$ cat config.mk
export PLATFORM = sky130hd
export DESIGN_NAME = tit_instr_exec
export DESIGN_NICKNAME = d
export VERILOG_FILES = /design/src/design/tit_pkg.sv /design/src/design/tit_instr_exec.sv
export SDC_FILE = /design/constraint.sdc
export NUM_CORES = 1
export LEC_CHECK = 0
export ABC_AREA = 0
export BUFFER_PORTS_ARGS = -buffer_cell sky130_fd_sc_hd__buf_2
export CORE_MARGIN = 5
export CORE_UTILIZATION = 53
export CTS_BUF_LIST = sky130_fd_sc_hd__clkbuf_16
export CTS_CLUSTER_DIAMETER = 150
export DETAILED_ROUTE_END_ITERATION = 12
export GPL_ROUTABILITY_DRIVEN = 1
export PLACE_DENSITY = 0.86
export SYNTH_ARGS = -nofsm -noshare
export SYNTH_HDL_FRONTEND = slang
export SYNTH_SLANG_ARGS = --single-unit
$ cat constraint.sdc
create_clock -name mclk -period 6.15 [get_ports mclk]
set_clock_uncertainty 0.15 [all_clocks]
set_input_delay 0.9225 -clock mclk [delete_from_list [all_inputs] [get_ports mclk]]
set_output_delay 0.9225 -clock mclk [all_outputs]
set_load 0.02 [all_outputs]
$ cat src/design/tit_pkg.sv
// constants, opcodes and carrier types for the interrupt/timer transfer executor
// assumes a 10-bit instruction word and 4-bit accumulator and extension register
package tit_pkg;
  localparam int NIB_W = 4;
  localparam int T1_W = 10;
  localparam int T8_W = 8;
  localparam int STORE_W = 2;
  localparam int INSTR_W = 10;
  localparam int BUS_AW = 2;
  localparam int BUS_DW = 8;

  // instruction codes
  localparam logic [9:0] OP_INT_DISABLE = 10'h004;
  localparam logic [9:0] OP_INT_ENABLE = 10'h005;
  localparam logic [9:0] OP_SKIP_REQ = 10'h038;
  localparam logic [9:0] OP_SKIP_PIN = 10'h03a;
  localparam logic [9:0] OP_TAV1 = 10'h054;
  localparam logic [9:0] OP_TV1A = 10'h03f;
  localparam logic [9:0] OP_TAV2 = 10'h055;
  localparam logic [9:0] OP_TV2A = 10'h03e;
  localparam logic [9:0] OP_TAI1 = 10'h253;
  localparam logic [9:0] OP_TI1A = 10'h217;
  localparam logic [9:0] OP_TAW1 = 10'h24b;
  localparam logic [9:0] OP_TW1A = 10'h20e;
  localparam logic [9:0] OP_TAW2 = 10'h24c;
  localparam logic [9:0] OP_TW2A = 10'h20f;
  localparam logic [9:0] OP_TAW3 = 10'h24d;
  localparam logic [9:0] OP_TW3A = 10'h210;
  localparam logic [9:0] OP_TAW5 = 10'h24f;
  localparam logic [9:0] OP_TW5A = 10'h212;
  localparam logic [9:0] OP_T1_READ = 10'h270;
  localparam logic [9:0] OP_T1_LOAD = 10'h230;
  localparam logic [9:0] OP_T2_READ = 10'h271;
  localparam logic [9:0] OP_T2_LOAD = 10'h231;
  localparam logic [9:0] OP_T2_RELOAD = 10'h23a;
  localparam logic [9:0] OP_T3_READ = 10'h272;
  localparam logic [9:0] OP_T3_LOAD = 10'h232;
  localparam logic [9:0] OP_T3_HRELOAD = 10'h23d;

  // field positions
  localparam int POLARITY_BIT = 2;
  localparam int T1_RUN_BIT = 0;

  // register bus map
  localparam logic [1:0] ADDR_STATUS = 2'h0;
  localparam logic [1:0] ADDR_MASK = 2'h1;
  localparam logic [1:0] ADDR_FLAGS = 2'h2;
  localparam int EV_SKIP = 0;
  localparam int EV_EXT_TAKEN = 1;
  localparam int EV_TLOAD = 2;
  localparam int EV_N = 3;

  localparam logic [3:0] NIB_RST = 4'h0;
  localparam logic [7:0] BYTE_RST = 8'h00;
  localparam logic [9:0] T1_RST = 10'h000;

  typedef struct packed {
    logic acc_we;
    logic [3:0] acc;
    logic ext_we;
    logic [3:0] ext;
  } tit_wb_t;

  typedef struct packed {
    logic t1_we;
    logic [9:0] t1;
    logic t2_we;
    logic [7:0] t2;
    logic t3_we;
    logic [7:0] t3;
  } tit_tload_t;
endpackage

$ cat src/design/tit_instr_exec.sv
// executor for the interrupt-flag, interrupt-control and timer transfer instructions
// assumes the core sequencer presents one instruction per instr_valid cycle and
// applies wb and tload one cycle after the instruction was taken
//
// Summary of operation
// - disable instruction clears interrupt enable flag to 0
// - enable instruction sets interrupt enable flag to 1
// - skip-on-request skips when request flag is 1, then clears it
// - skip-on-pin tests pin high if polarity bit 2 is 1, else low
// - read instructions copy interrupt control registers into accumulator unchanged
// - write instructions copy accumulator into one interrupt control register
// - read instructions copy timer control registers into accumulator
// - write instructions copy accumulator into timer control registers
// - count store read fills accumulator low 2 bits, upper two zero
// - count store write takes only the low two accumulator bits
// - timer 1 read: bits 9-8 to store, 7-4 extension, 3-0 accumulator
// - timer 1 load: reload always, counter only while run bit is 0
// - timer 2 read: bits 7-4 to extension, 3-0 to accumulator
// - timer 2 load writes counter and reload from extension and accumulator
// - timer 2 reload-only writes reload register, counter untouched
// - timer 3 read: bits 7-4 to extension, 3-0 to accumulator
// - timer 3 load writes counter and low reload register
// - timer 3 high-reload writes high reload register only
module tit_instr_exec (
  input wire logic mclk,
  input wire logic arst_n,
  input wire logic instr_valid,
  input wire logic [9:0] instr,
  input wire logic [3:0] acc_in,
  input wire logic [3:0] ext_in,
  input wire logic ext_irq_event,
  input wire logic external_interrupt_pin,
  input wire logic [9:0] timer1_count,
  input wire logic [7:0] timer2_count,
  input wire logic [7:0] timer3_count,
  output tit_pkg::tit_wb_t wb,
  output tit_pkg::tit_tload_t tload,
  output logic skip_active,
  output logic interrupt_enable_flag,
  output logic ext_irq_request_flag,
  output logic [3:0] int_ctrl_v1,
  output logic [3:0] int_ctrl_v2,
  output logic [3:0] int_ctrl_1,
  output logic [3:0] timer_ctrl_1,
  output logic [3:0] timer_ctrl_2,
  output logic [3:0] timer_ctrl_3,
  output logic [1:0] timer_count_store,
  output logic [9:0] timer1_reload,
  output logic [7:0] timer2_reload,
  output logic [7:0] timer3_reload_low,
  output logic [7:0] timer3_reload_high,
  input wire logic [1:0] reg_addr,
  input wire logic [7:0] reg_wdata,
  input wire logic reg_wr,
  input wire logic reg_rd,
  output logic [7:0] reg_rdata,
  output logic irq
);
  logic pin_meta_reg;
  logic pin_sync_reg;
  logic skip_pending_reg;
  logic exec;
  logic skip_cond;
  logic ext_taken;
  logic t1_run;
  logic [7:0] ab;
  tit_pkg::tit_wb_t wb_reg;
  tit_pkg::tit_wb_t wb_next;
  tit_pkg::tit_tload_t tload_reg;
  tit_pkg::tit_tload_t tload_next;
  logic ie_reg;
  logic ext_req_reg;
  logic [3:0] int_ctrl_v1_reg;
  logic [3:0] int_ctrl_v2_reg;
  logic [3:0] int_ctrl_1_reg;
  logic [3:0] timer_ctrl_1_reg;
  logic [3:0] timer_ctrl_2_reg;
  logic [3:0] timer_ctrl_3_reg;
  logic [1:0] store_reg;
  logic [9:0] t1_reload_reg;
  logic [7:0] t2_reload_reg;
  logic [7:0] t3_low_reg;
  logic [7:0] t3_high_reg;
  logic [2:0] status_reg;
  logic [2:0] status_next;
  logic [2:0] mask_reg;
  logic [2:0] events;
  logic [7:0] rdata_reg;

  // pin passes two flip-flops before any logic looks at it
  always_ff @(posedge mclk or negedge arst_n)
  begin
    if (!arst_n)
    begin
      pin_meta_reg <= 1'b0;
      pin_sync_reg <= 1'b0;
    end
    else
    begin
      pin_meta_reg <= external_interrupt_pin;
      pin_sync_reg <= pin_meta_reg;
    end
  end

  // an instruction flagged for skipping is dropped without effect
  assign exec = instr_valid && !skip_pending_reg;
  assign t1_run = timer_ctrl_1_reg[tit_pkg::T1_RUN_BIT];
  assign ab = {ext_in, acc_in};

  assign skip_cond = exec && ((instr == tit_pkg::OP_SKIP_REQ && ext_req_reg)
    || (instr == tit_pkg::OP_SKIP_PIN
    && pin_sync_reg == int_ctrl_1_reg[tit_pkg::POLARITY_BIT]));

  assign ext_taken = exec && instr == tit_pkg::OP_SKIP_REQ && ext_req_reg;

  always_ff @(posedge mclk or negedge arst_n)
  begin
    if (!arst_n)
    begin
      skip_pending_reg <= 1'b0;
    end
    else if (skip_cond)
    begin
      skip_pending_reg <= 1'b1;
    end
    else if (instr_valid)
    begin
      skip_pending_reg <= 1'b0;
    end
  end

  always_ff @(posedge mclk or negedge arst_n)
  begin
    if (!arst_n)
    begin
      ie_reg <= 1'b0;
    end
    else if (exec && instr == tit_pkg::OP_INT_DISABLE)
    begin
      ie_reg <= 1'b0;
    end
    else if (exec && instr == tit_pkg::OP_INT_ENABLE)
    begin
      ie_reg <= 1'b1;
    end
  end

  // a new request in the same cycle as the skip survives
  always_ff @(posedge mclk or negedge arst_n)
  begin
    if (!arst_n)
    begin
      ext_req_reg <= 1'b0;
    end
    else if (ext_irq_event)
    begin
      ext_req_reg <= 1'b1;
    end
    else if (ext_taken)
    begin
      ext_req_reg <= 1'b0;
    end
  end

  // control register writes from the accumulator; count store also loaded by timer 1 read
  always_ff @(posedge mclk or negedge arst_n)
  begin
    if (!arst_n)
    begin
      int_ctrl_v1_reg <= tit_pkg::NIB_RST;
      int_ctrl_v2_reg <= tit_pkg::NIB_RST;
      int_ctrl_1_reg <= tit_pkg::NIB_RST;
      timer_ctrl_1_reg <= tit_pkg::NIB_RST;
      timer_ctrl_2_reg <= tit_pkg::NIB_RST;
      timer_ctrl_3_reg <= tit_pkg::NIB_RST;
      store_reg <= 2'h0;
    end
    else if (exec)
    begin
      unique case (instr)
        tit_pkg::OP_TV1A: int_ctrl_v1_reg <= acc_in;
        tit_pkg::OP_TV2A: int_ctrl_v2_reg <= acc_in;
        tit_pkg::OP_TI1A: int_ctrl_1_reg <= acc_in;
        tit_pkg::OP_TW1A: timer_ctrl_1_reg <= acc_in;
        tit_pkg::OP_TW2A: timer_ctrl_2_reg <= acc_in;
        tit_pkg::OP_TW3A: timer_ctrl_3_reg <= acc_in;
        tit_pkg::OP_TW5A: store_reg <= acc_in[1:0];
        tit_pkg::OP_T1_READ: store_reg <= timer1_count[9:8];
        default: store_reg <= store_reg;
      endcase
    end
  end

  // reload registers
  always_ff @(posedge mclk or negedge arst_n)
  begin
    if (!arst_n)
    begin
      t1_reload_reg <= tit_pkg::T1_RST;
      t2_reload_reg <= tit_pkg::BYTE_RST;
      t3_low_reg <= tit_pkg::BYTE_RST;
      t3_high_reg <= tit_pkg::BYTE_RST;
    end
    else if (exec)
    begin
      unique case (instr)
        tit_pkg::OP_T1_LOAD: t1_reload_reg <= {store_reg, ab};
        tit_pkg::OP_T2_LOAD: t2_reload_reg <= ab;
        tit_pkg::OP_T2_RELOAD: t2_reload_reg <= ab;
        tit_pkg::OP_T3_LOAD: t3_low_reg <= ab;
        tit_pkg::OP_T3_HRELOAD: t3_high_reg <= ab;
        default: t3_high_reg <= t3_high_reg;
      endcase
    end
  end

  // accumulator and extension write-back
  always_comb
  begin
    wb_next = '0;
    if (exec)
    begin
      unique case (instr)
        tit_pkg::OP_TAV1: wb_next.acc = int_ctrl_v1_reg;
        tit_pkg::OP_TAV2: wb_next.acc = int_ctrl_v2_reg;
        tit_pkg::OP_TAI1: wb_next.acc = int_ctrl_1_reg;
        tit_pkg::OP_TAW1: wb_next.acc = timer_ctrl_1_reg;
        tit_pkg::OP_TAW2: wb_next.acc = timer_ctrl_2_reg;
        tit_pkg::OP_TAW3: wb_next.acc = timer_ctrl_3_reg;
        tit_pkg::OP_TAW5: wb_next.acc = {2'b00, store_reg};
        tit_pkg::OP_T1_READ: {wb_next.ext, wb_next.acc} = timer1_count[7:0];
        tit_pkg::OP_T2_READ: {wb_next.ext, wb_next.acc} = timer2_count;
        tit_pkg::OP_T3_READ: {wb_next.ext, wb_next.acc} = timer3_count;
        default: wb_next.acc = 4'h0;
      endcase
      unique case (instr)
        tit_pkg::OP_TAV1, tit_pkg::OP_TAV2, tit_pkg::OP_TAI1, tit_pkg::OP_TAW1,
        tit_pkg::OP_TAW2, tit_pkg::OP_TAW3, tit_pkg::OP_TAW5: wb_next.acc_we = 1'b1;
        tit_pkg::OP_T1_READ, tit_pkg::OP_T2_READ, tit_pkg::OP_T3_READ:
        begin
          wb_next.acc_we = 1'b1;
          wb_next.ext_we = 1'b1;
        end
        default: wb_next.acc_we = 1'b0;
      endcase
    end
  end

  // counter load strobes
  always_comb
  begin
    tload_next.t1_we = exec && instr == tit_pkg::OP_T1_LOAD && !t1_run;
    tload_next.t1 = {store_reg, ab};
    tload_next.t2_we = exec && instr == tit_pkg::OP_T2_LOAD;
    tload_next.t2 = ab;
    tload_next.t3_we = exec && instr == tit_pkg::OP_T3_LOAD;
    tload_next.t3 = ab;
  end

  always_ff @(posedge mclk or negedge arst_n)
  begin
    if (!arst_n)
    begin
      wb_reg <= '0;
      tload_reg <= '0;
    end
    else
    begin
      wb_reg <= wb_next;
      tload_reg <= tload_next;
    end
  end

  // sticky events, cleared by a status read; a new event wins
  assign events = {tload_next.t1_we || tload_next.t2_we || tload_next.t3_we,
                   ext_taken, skip_cond};
  assign status_next = ((reg_rd && reg_addr == tit_pkg::ADDR_STATUS) ? 3'h0 : status_reg)
    | events;

  always_ff @(posedge mclk or negedge arst_n)
  begin
    if (!arst_n)
    begin
      status_reg <= 3'h0;
      mask_reg <= 3'h0;
    end
    else
    begin
      status_reg <= status_next;
      if (reg_wr && reg_addr == tit_pkg::ADDR_MASK)
      begin
        mask_reg <= reg_wdata[2:0];
      end
    end
  end

  always_ff @(posedge mclk or negedge arst_n)
  begin
    if (!arst_n)
    begin
      rdata_reg <= tit_pkg::BYTE_RST;
    end
    else if (reg_rd)
    begin
      unique case (reg_addr)
        tit_pkg::ADDR_STATUS: rdata_reg <= {5'h00, status_reg};
        tit_pkg::ADDR_MASK: rdata_reg <= {5'h00, mask_reg};
        tit_pkg::ADDR_FLAGS:
          rdata_reg <= {4'h0, skip_pending_reg, pin_sync_reg, ext_req_reg, ie_reg};
        default: rdata_reg <= tit_pkg::BYTE_RST;
      endcase
    end
    else
    begin
      rdata_reg <= tit_pkg::BYTE_RST;
    end
  end

  assign wb = wb_reg;
  assign tload = tload_reg;
  assign skip_active = skip_pending_reg;
  assign interrupt_enable_flag = ie_reg;
  assign ext_irq_request_flag = ext_req_reg;
  assign int_ctrl_v1 = int_ctrl_v1_reg;
  assign int_ctrl_v2 = int_ctrl_v2_reg;
  assign int_ctrl_1 = int_ctrl_1_reg;
  assign timer_ctrl_1 = timer_ctrl_1_reg;
  assign timer_ctrl_2 = timer_ctrl_2_reg;
  assign timer_ctrl_3 = timer_ctrl_3_reg;
  assign timer_count_store = store_reg;
  assign timer1_reload = t1_reload_reg;
  assign timer2_reload = t2_reload_reg;
  assign timer3_reload_low = t3_low_reg;
  assign timer3_reload_high = t3_high_reg;
  assign reg_rdata = rdata_reg;
  assign irq = |(status_reg & mask_reg);
endmodule

=== Word-level counts from Yosys, hierarchy flattened ===
Index checks and enable logic that the tools add are counted.

* $add $sub $neg: 0
* Multipliers: 0
* Div/mod/pow operators: 0
* $lt $le $gt $ge: 0
* Eq/ne operators: 29
* Shift-type cells: 0
* Mux-type cells: 15
* Bitwise logic cells: 2
* Reductions and logical operators: 39

{| class="wikitable"
|+ Operators by type and width
! kind !! number
|-
| equality test 10 bit, second input constant || 18
|-
| equality test 10 x 6 -> 1 bit, second input constant || 4
|-
| one-hot mux 4 bit (10 select lines) || 1
|-
| one-hot mux 4 bit (3 select lines) || 2
|-
| AND reduction 2 bit || 11
|-
| equality test 10 x 3 -> 1 bit, second input constant || 2
|-
| equality test 10 x 7 -> 1 bit, second input constant || 2
|-
| logical AND 1 bit || 14
|-
| two-way mux 10 bit || 1
|-
| OR reduction 10 bit || 1
|-
| two-way mux 1 bit || 8
|-
| nonzero test 2 bit || 4
|-
| OR reduction 3 bit || 2
|-
| two-way mux 4 bit || 1
|-
| one-hot mux 2 bit (2 select lines) || 1
|-
| AND 3 bit || 1
|-
| logical OR 1 bit || 3
|-
| two-way mux 3 bit || 1
|-
| bitwise OR 3 bit || 1
|-
| equality test 2 x 1 -> 1 bit, second input constant || 1
|-
| equality test 2 bit, second input constant || 1
|-
| zero test 1 bit || 2
|-
| zero test 2 bit || 1
|-
| OR reduction 2 bit || 1
|-
| equality test 1 bit || 1
|}

* Flip-flop bits (word level): 106
* Bits in latches: 0
* Memory bits (writable): 0
* ROM bits: 0
* Bits of input ports: 61
* Output and inout port bits: 111
* Word-level logic and storage cells: 113
* Memories kept: 0

=== Logic depth before layout (Yosys ltp) ===
* Depth in word-level cells: 7
* Depth in mapped cells: 7
* Depth with buffers taken out: 5

=== Least setup slack after synthesis ===
No wires, ideal clock.

* Path kind: input to register
* Start: input port instr[7]
* End: register t2_reload_reg[0] (netlist: timer2_reload[0])
* Data arrival time: 2711 ps
* Required time: 5875 ps
* Slack: 3164 ps
* Cell stages on the path: 6
* Cell sequence: or4b_4 nor3b_4 nand3_2 or3_1 buf_6 mux2_4

* Cells in the longest elaborated chain, start to end: 3
* Elaborated cells on any way between the ends: 4

{| class="wikitable"
|+ RTL lines
! element !! line !! RTL
|-
| start, declared || tit_instr_exec.sv:28 || <nowiki>input wire logic [9:0] instr,</nowiki>
|-
| equality test 10 bit || tit_instr_exec.sv:206 || <nowiki>unique case (instr)</nowiki>
|-
| OR reduction 2 bit (no line) (*) || - ||
|-
| AND reduction 2 bit (no line) (*) || - ||
|-
| end signal, assigned || tit_instr_exec.sv:200 || <nowiki>t2_reload_reg <= tit_pkg::BYTE_RST;</nowiki>
|-
| end, declared || tit_instr_exec.sv:81 || <nowiki>logic [7:0] t2_reload_reg;</nowiki>
|}

Every way passes the cells marked *; elsewhere a longest branch is shown, timed or not.
A chain may end at the register's enable or synchronous reset.

=== Worst setup path after layout ===
* Start: input port instr[1]
* End: register store_reg[0] (netlist: timer_count_store[0])

* Cells in the longest elaborated chain, start to end: 3
* Elaborated cells on any way between the ends: 5

{| class="wikitable"
|+ RTL lines
! element !! line !! RTL
|-
| equality test 10 bit || tit_instr_exec.sv:180 || <nowiki>unique case (instr)</nowiki>
|-
| nonzero test 2 bit (no line) || - ||
|-
| AND reduction 2 bit (no line) || - ||
|-
| end signal, assigned || tit_instr_exec.sv:187 || <nowiki>tit_pkg::OP_TW5A: store_reg <= acc_in[1:0];</nowiki>
|-
| end signal, assigned || tit_instr_exec.sv:188 || <nowiki>tit_pkg::OP_T1_READ: store_reg <= timer1_count[9:8];</nowiki>
|-
| end signal, assigned || tit_instr_exec.sv:189 || <nowiki>default: store_reg <= store_reg;</nowiki>
|-
| end, declared || tit_instr_exec.sv:79 || <nowiki>logic [1:0] store_reg;</nowiki>
|}

Several ways; a longest one is shown, not always the timed one.

==> run metrics <==
status=complete, no violations; reg2reg start=skip_active; global route overflow=0; critical setup path kind=input port to flop; ranking of synthesized cells by area=dfrtp_1, mux2_2, buf_4; Largest register FFs=13; Slew headroom=0.308; Port-buffer cells=162; most common cell after layout, fill and taps aside=buf_2; initial antenna violation count=0; RSZ-0062 raised after global routing=false; Buf/Inv on CP=1; synth warn=0; vias in the first global route=3,498; crit path DAT=3.36 ns; Yosys top cell area share=0.550; Clock Path Buffers=2; CTS Buf Count=9; Final period util=0.534; worst hold stages=0; #FFs+latches synth=98; Final nets=563; Syn Area/Cell=12.3 µm²; Vias=3,455; Hold Buf Count CTS=0; Reg area=2450 µm²; fmax=0.304 GHz; Die Ht=102 µm; met2 Use GR=0.381; final instance area=5530 µm²; r2r endpoint=timer2_reload[0]; layout cell share with drive strength beyond 1=0.507; routability cong.=0.924; number of remaining DRC errors=0; Post-DP HPWL=8.68 mm; largest net degree at the start of global routing=62; CTS tree=yes; count of cell types in the netlist=48; critical path's top delay family=simple AND/OR/NAND/NOR gates; hold_sp=pin_meta_reg; Placed Area=5200 µm²; Routed Wire Length=11.6 mm; R2R Setup Slk=3.34 ns; critical path's slowest cell=nor4_1; CP Capture Type=flop; PwrDens=253 nW/µm²; first-pass GRT wire length=18.1 mm; worst ir drop on vdd=0.000145 V; CP Data Required Time=6.22 ns; vias per inst=5.65; row count=33; slowest cell delay on critical path=0.81 ns; DIE WIDTH=102 µm; PostCTS Resize Cnt=0; synthesized area=4460 µm²; Top Ports=172; worst slack at placement=2.59 ns; worst-path cell chain=buf_2 > nor4_1 > nor3b_2 > a31oi_1 > nor2_1 > mux2_2; Final Worst Setup Slack=2.87 ns; CP Max Fanout=20; worst slew pin tran=1.02 ns; Inserted Diodes=0; DIE AREA=10,300 µm²; worst r2r path cells=5; total track usage=0.229; clk sinks=98; Overall Power=1400 µW; post-route ant nets=0; number of enable flip-flop cells after synthesis=0; commonest non-fill, non-tap cells in the layout=buf_2, dfrtp_1, mux2_2, nand2_1, nor2_1; Root Driver=clkbuf_16; grt peak-use layer=met2; met3 usage=0.0551; core box area=8220 µm²; Iteration-0 DRC Markers=196; Setup violations, final=0; Skew-Pair Late Insertion Delay=0.34 ns; Layout area overhead=24.0%; initial core utilization=0.543; Tmin final=3.28 ns; count of pins over their slew limit=0; Pleak=0.00299 µW; H-tree lvl count=3; fillers=658; DR pass1 iterations=5; per-cell routed wire length=19.0 µm; WHS Endpoint=pin_sync_reg; post-synth top area cell=dfrtp_1; Hold Fails Final Rpt=0; max-cap check violation count=0; met1 Use GR=0.295; Hold WC Path Type=flop to flop; asr flop ratio synth=1.00; final setup TNS=0 ns; Clock transition at path regs=0.07 ns; CP Launch Type=input port; setup bufs post-CTS=0; synthesized instance count=362; Multi-input gate area=1750 µm²; Post-synth top flop=dfrtp_1; register area share after synthesis=0.550
layer usage:
| layer | part of all wire | wire [µm] | up-vias |
|---|---|---|---|
| met4 | 0.017 | 192 | 0 |
| met3 | 0.080 | 924 | 19 |
| met5 | 0 | 0 | - |
| li1 | - | - | 1564 |
| met1 | 0.40 | 4640 | 1732 |
| met2 | 0.50 | 5850 | 140 |
worst max path at each step:
| stage | start | to | slack (ns) | cells after the start |
|---|---|---|---|---|
| after floorplan | instr[7] | timer2_reload[0] | 3.16 | 6 |
| after CTS | instr[1] | timer_count_store[0] | 2.90 | 6 |
| after global placement | instr[1] | timer3_reload_low[1] | 2.56 | 4 |
| final | instr[1] | timer_count_store[0] | 2.87 | 6 |
| after global routing | instr[1] | timer_count_store[0] | 2.75 | 6 |
| after detailed placement | instr[1] | timer_count_store[0] | 2.59 | 6 |
Yosys cell counts (all sizes together) (6+ instances only):
library cell and n:
a21oi 9, a22oi 10, buf 27, clkbuf 13, dfrtp 98, inv 8
mux2 69, nand2 22, nand3 12, nor2 12, nor2b 8, nor3 6
o21ai 6
cells by family after synthesis:
kind of cell    synth area share
other cells             0.000841
xor+xnor                 0.00196
simple gates               0.124
mux                        0.190
flops                      0.550
buf+inv                   0.0606
compound gates            0.0724
stage by stage:
| step | hold WS (ns) | utilization | std cells |
|---|---|---|---|
| global placement | 0.185 | 0.633 | 596 |
| global route | 0.204 | 0.673 | 612 |
| CTS | 0.203 | 0.673 | 612 |
| detailed placement | 0.187 | 0.633 | 596 |
| finish | 0.202 | 0.673 | 612 |
| floorplan | 0.181 | - | 365 |
worst reg2reg max path: stages, from the launching register on:
cell and delay (ns):
dfrtp_1 0.41, or4b_4 0.54, nor3b_4 0.38, nand3_2 0.16, or3_1 0.66, mux2_4 0.40
where the power goes:
part	internal, µW	total (µW)	switching (µW)	leakage [µW]
Clock	360	609	249	0.000160
Combinational	43.5	121	77.6	0.00150
Sequential	659	669	10.2	0.00133
area by class of cell:
class / instances / area share
Tap cell: 105 / 0.0238
Inverter: 8 / 0.00543
Timing Repair Buffer: 166 / 0.153
Clock buffer: 9 / 0.0407
Sequential cell: 98 / 0.444
Multi-Input combinational cell: 219 / 0.316
Clock inverter: 7 / 0.0177
Note: power is estimated with default switching activity, not from simulation.
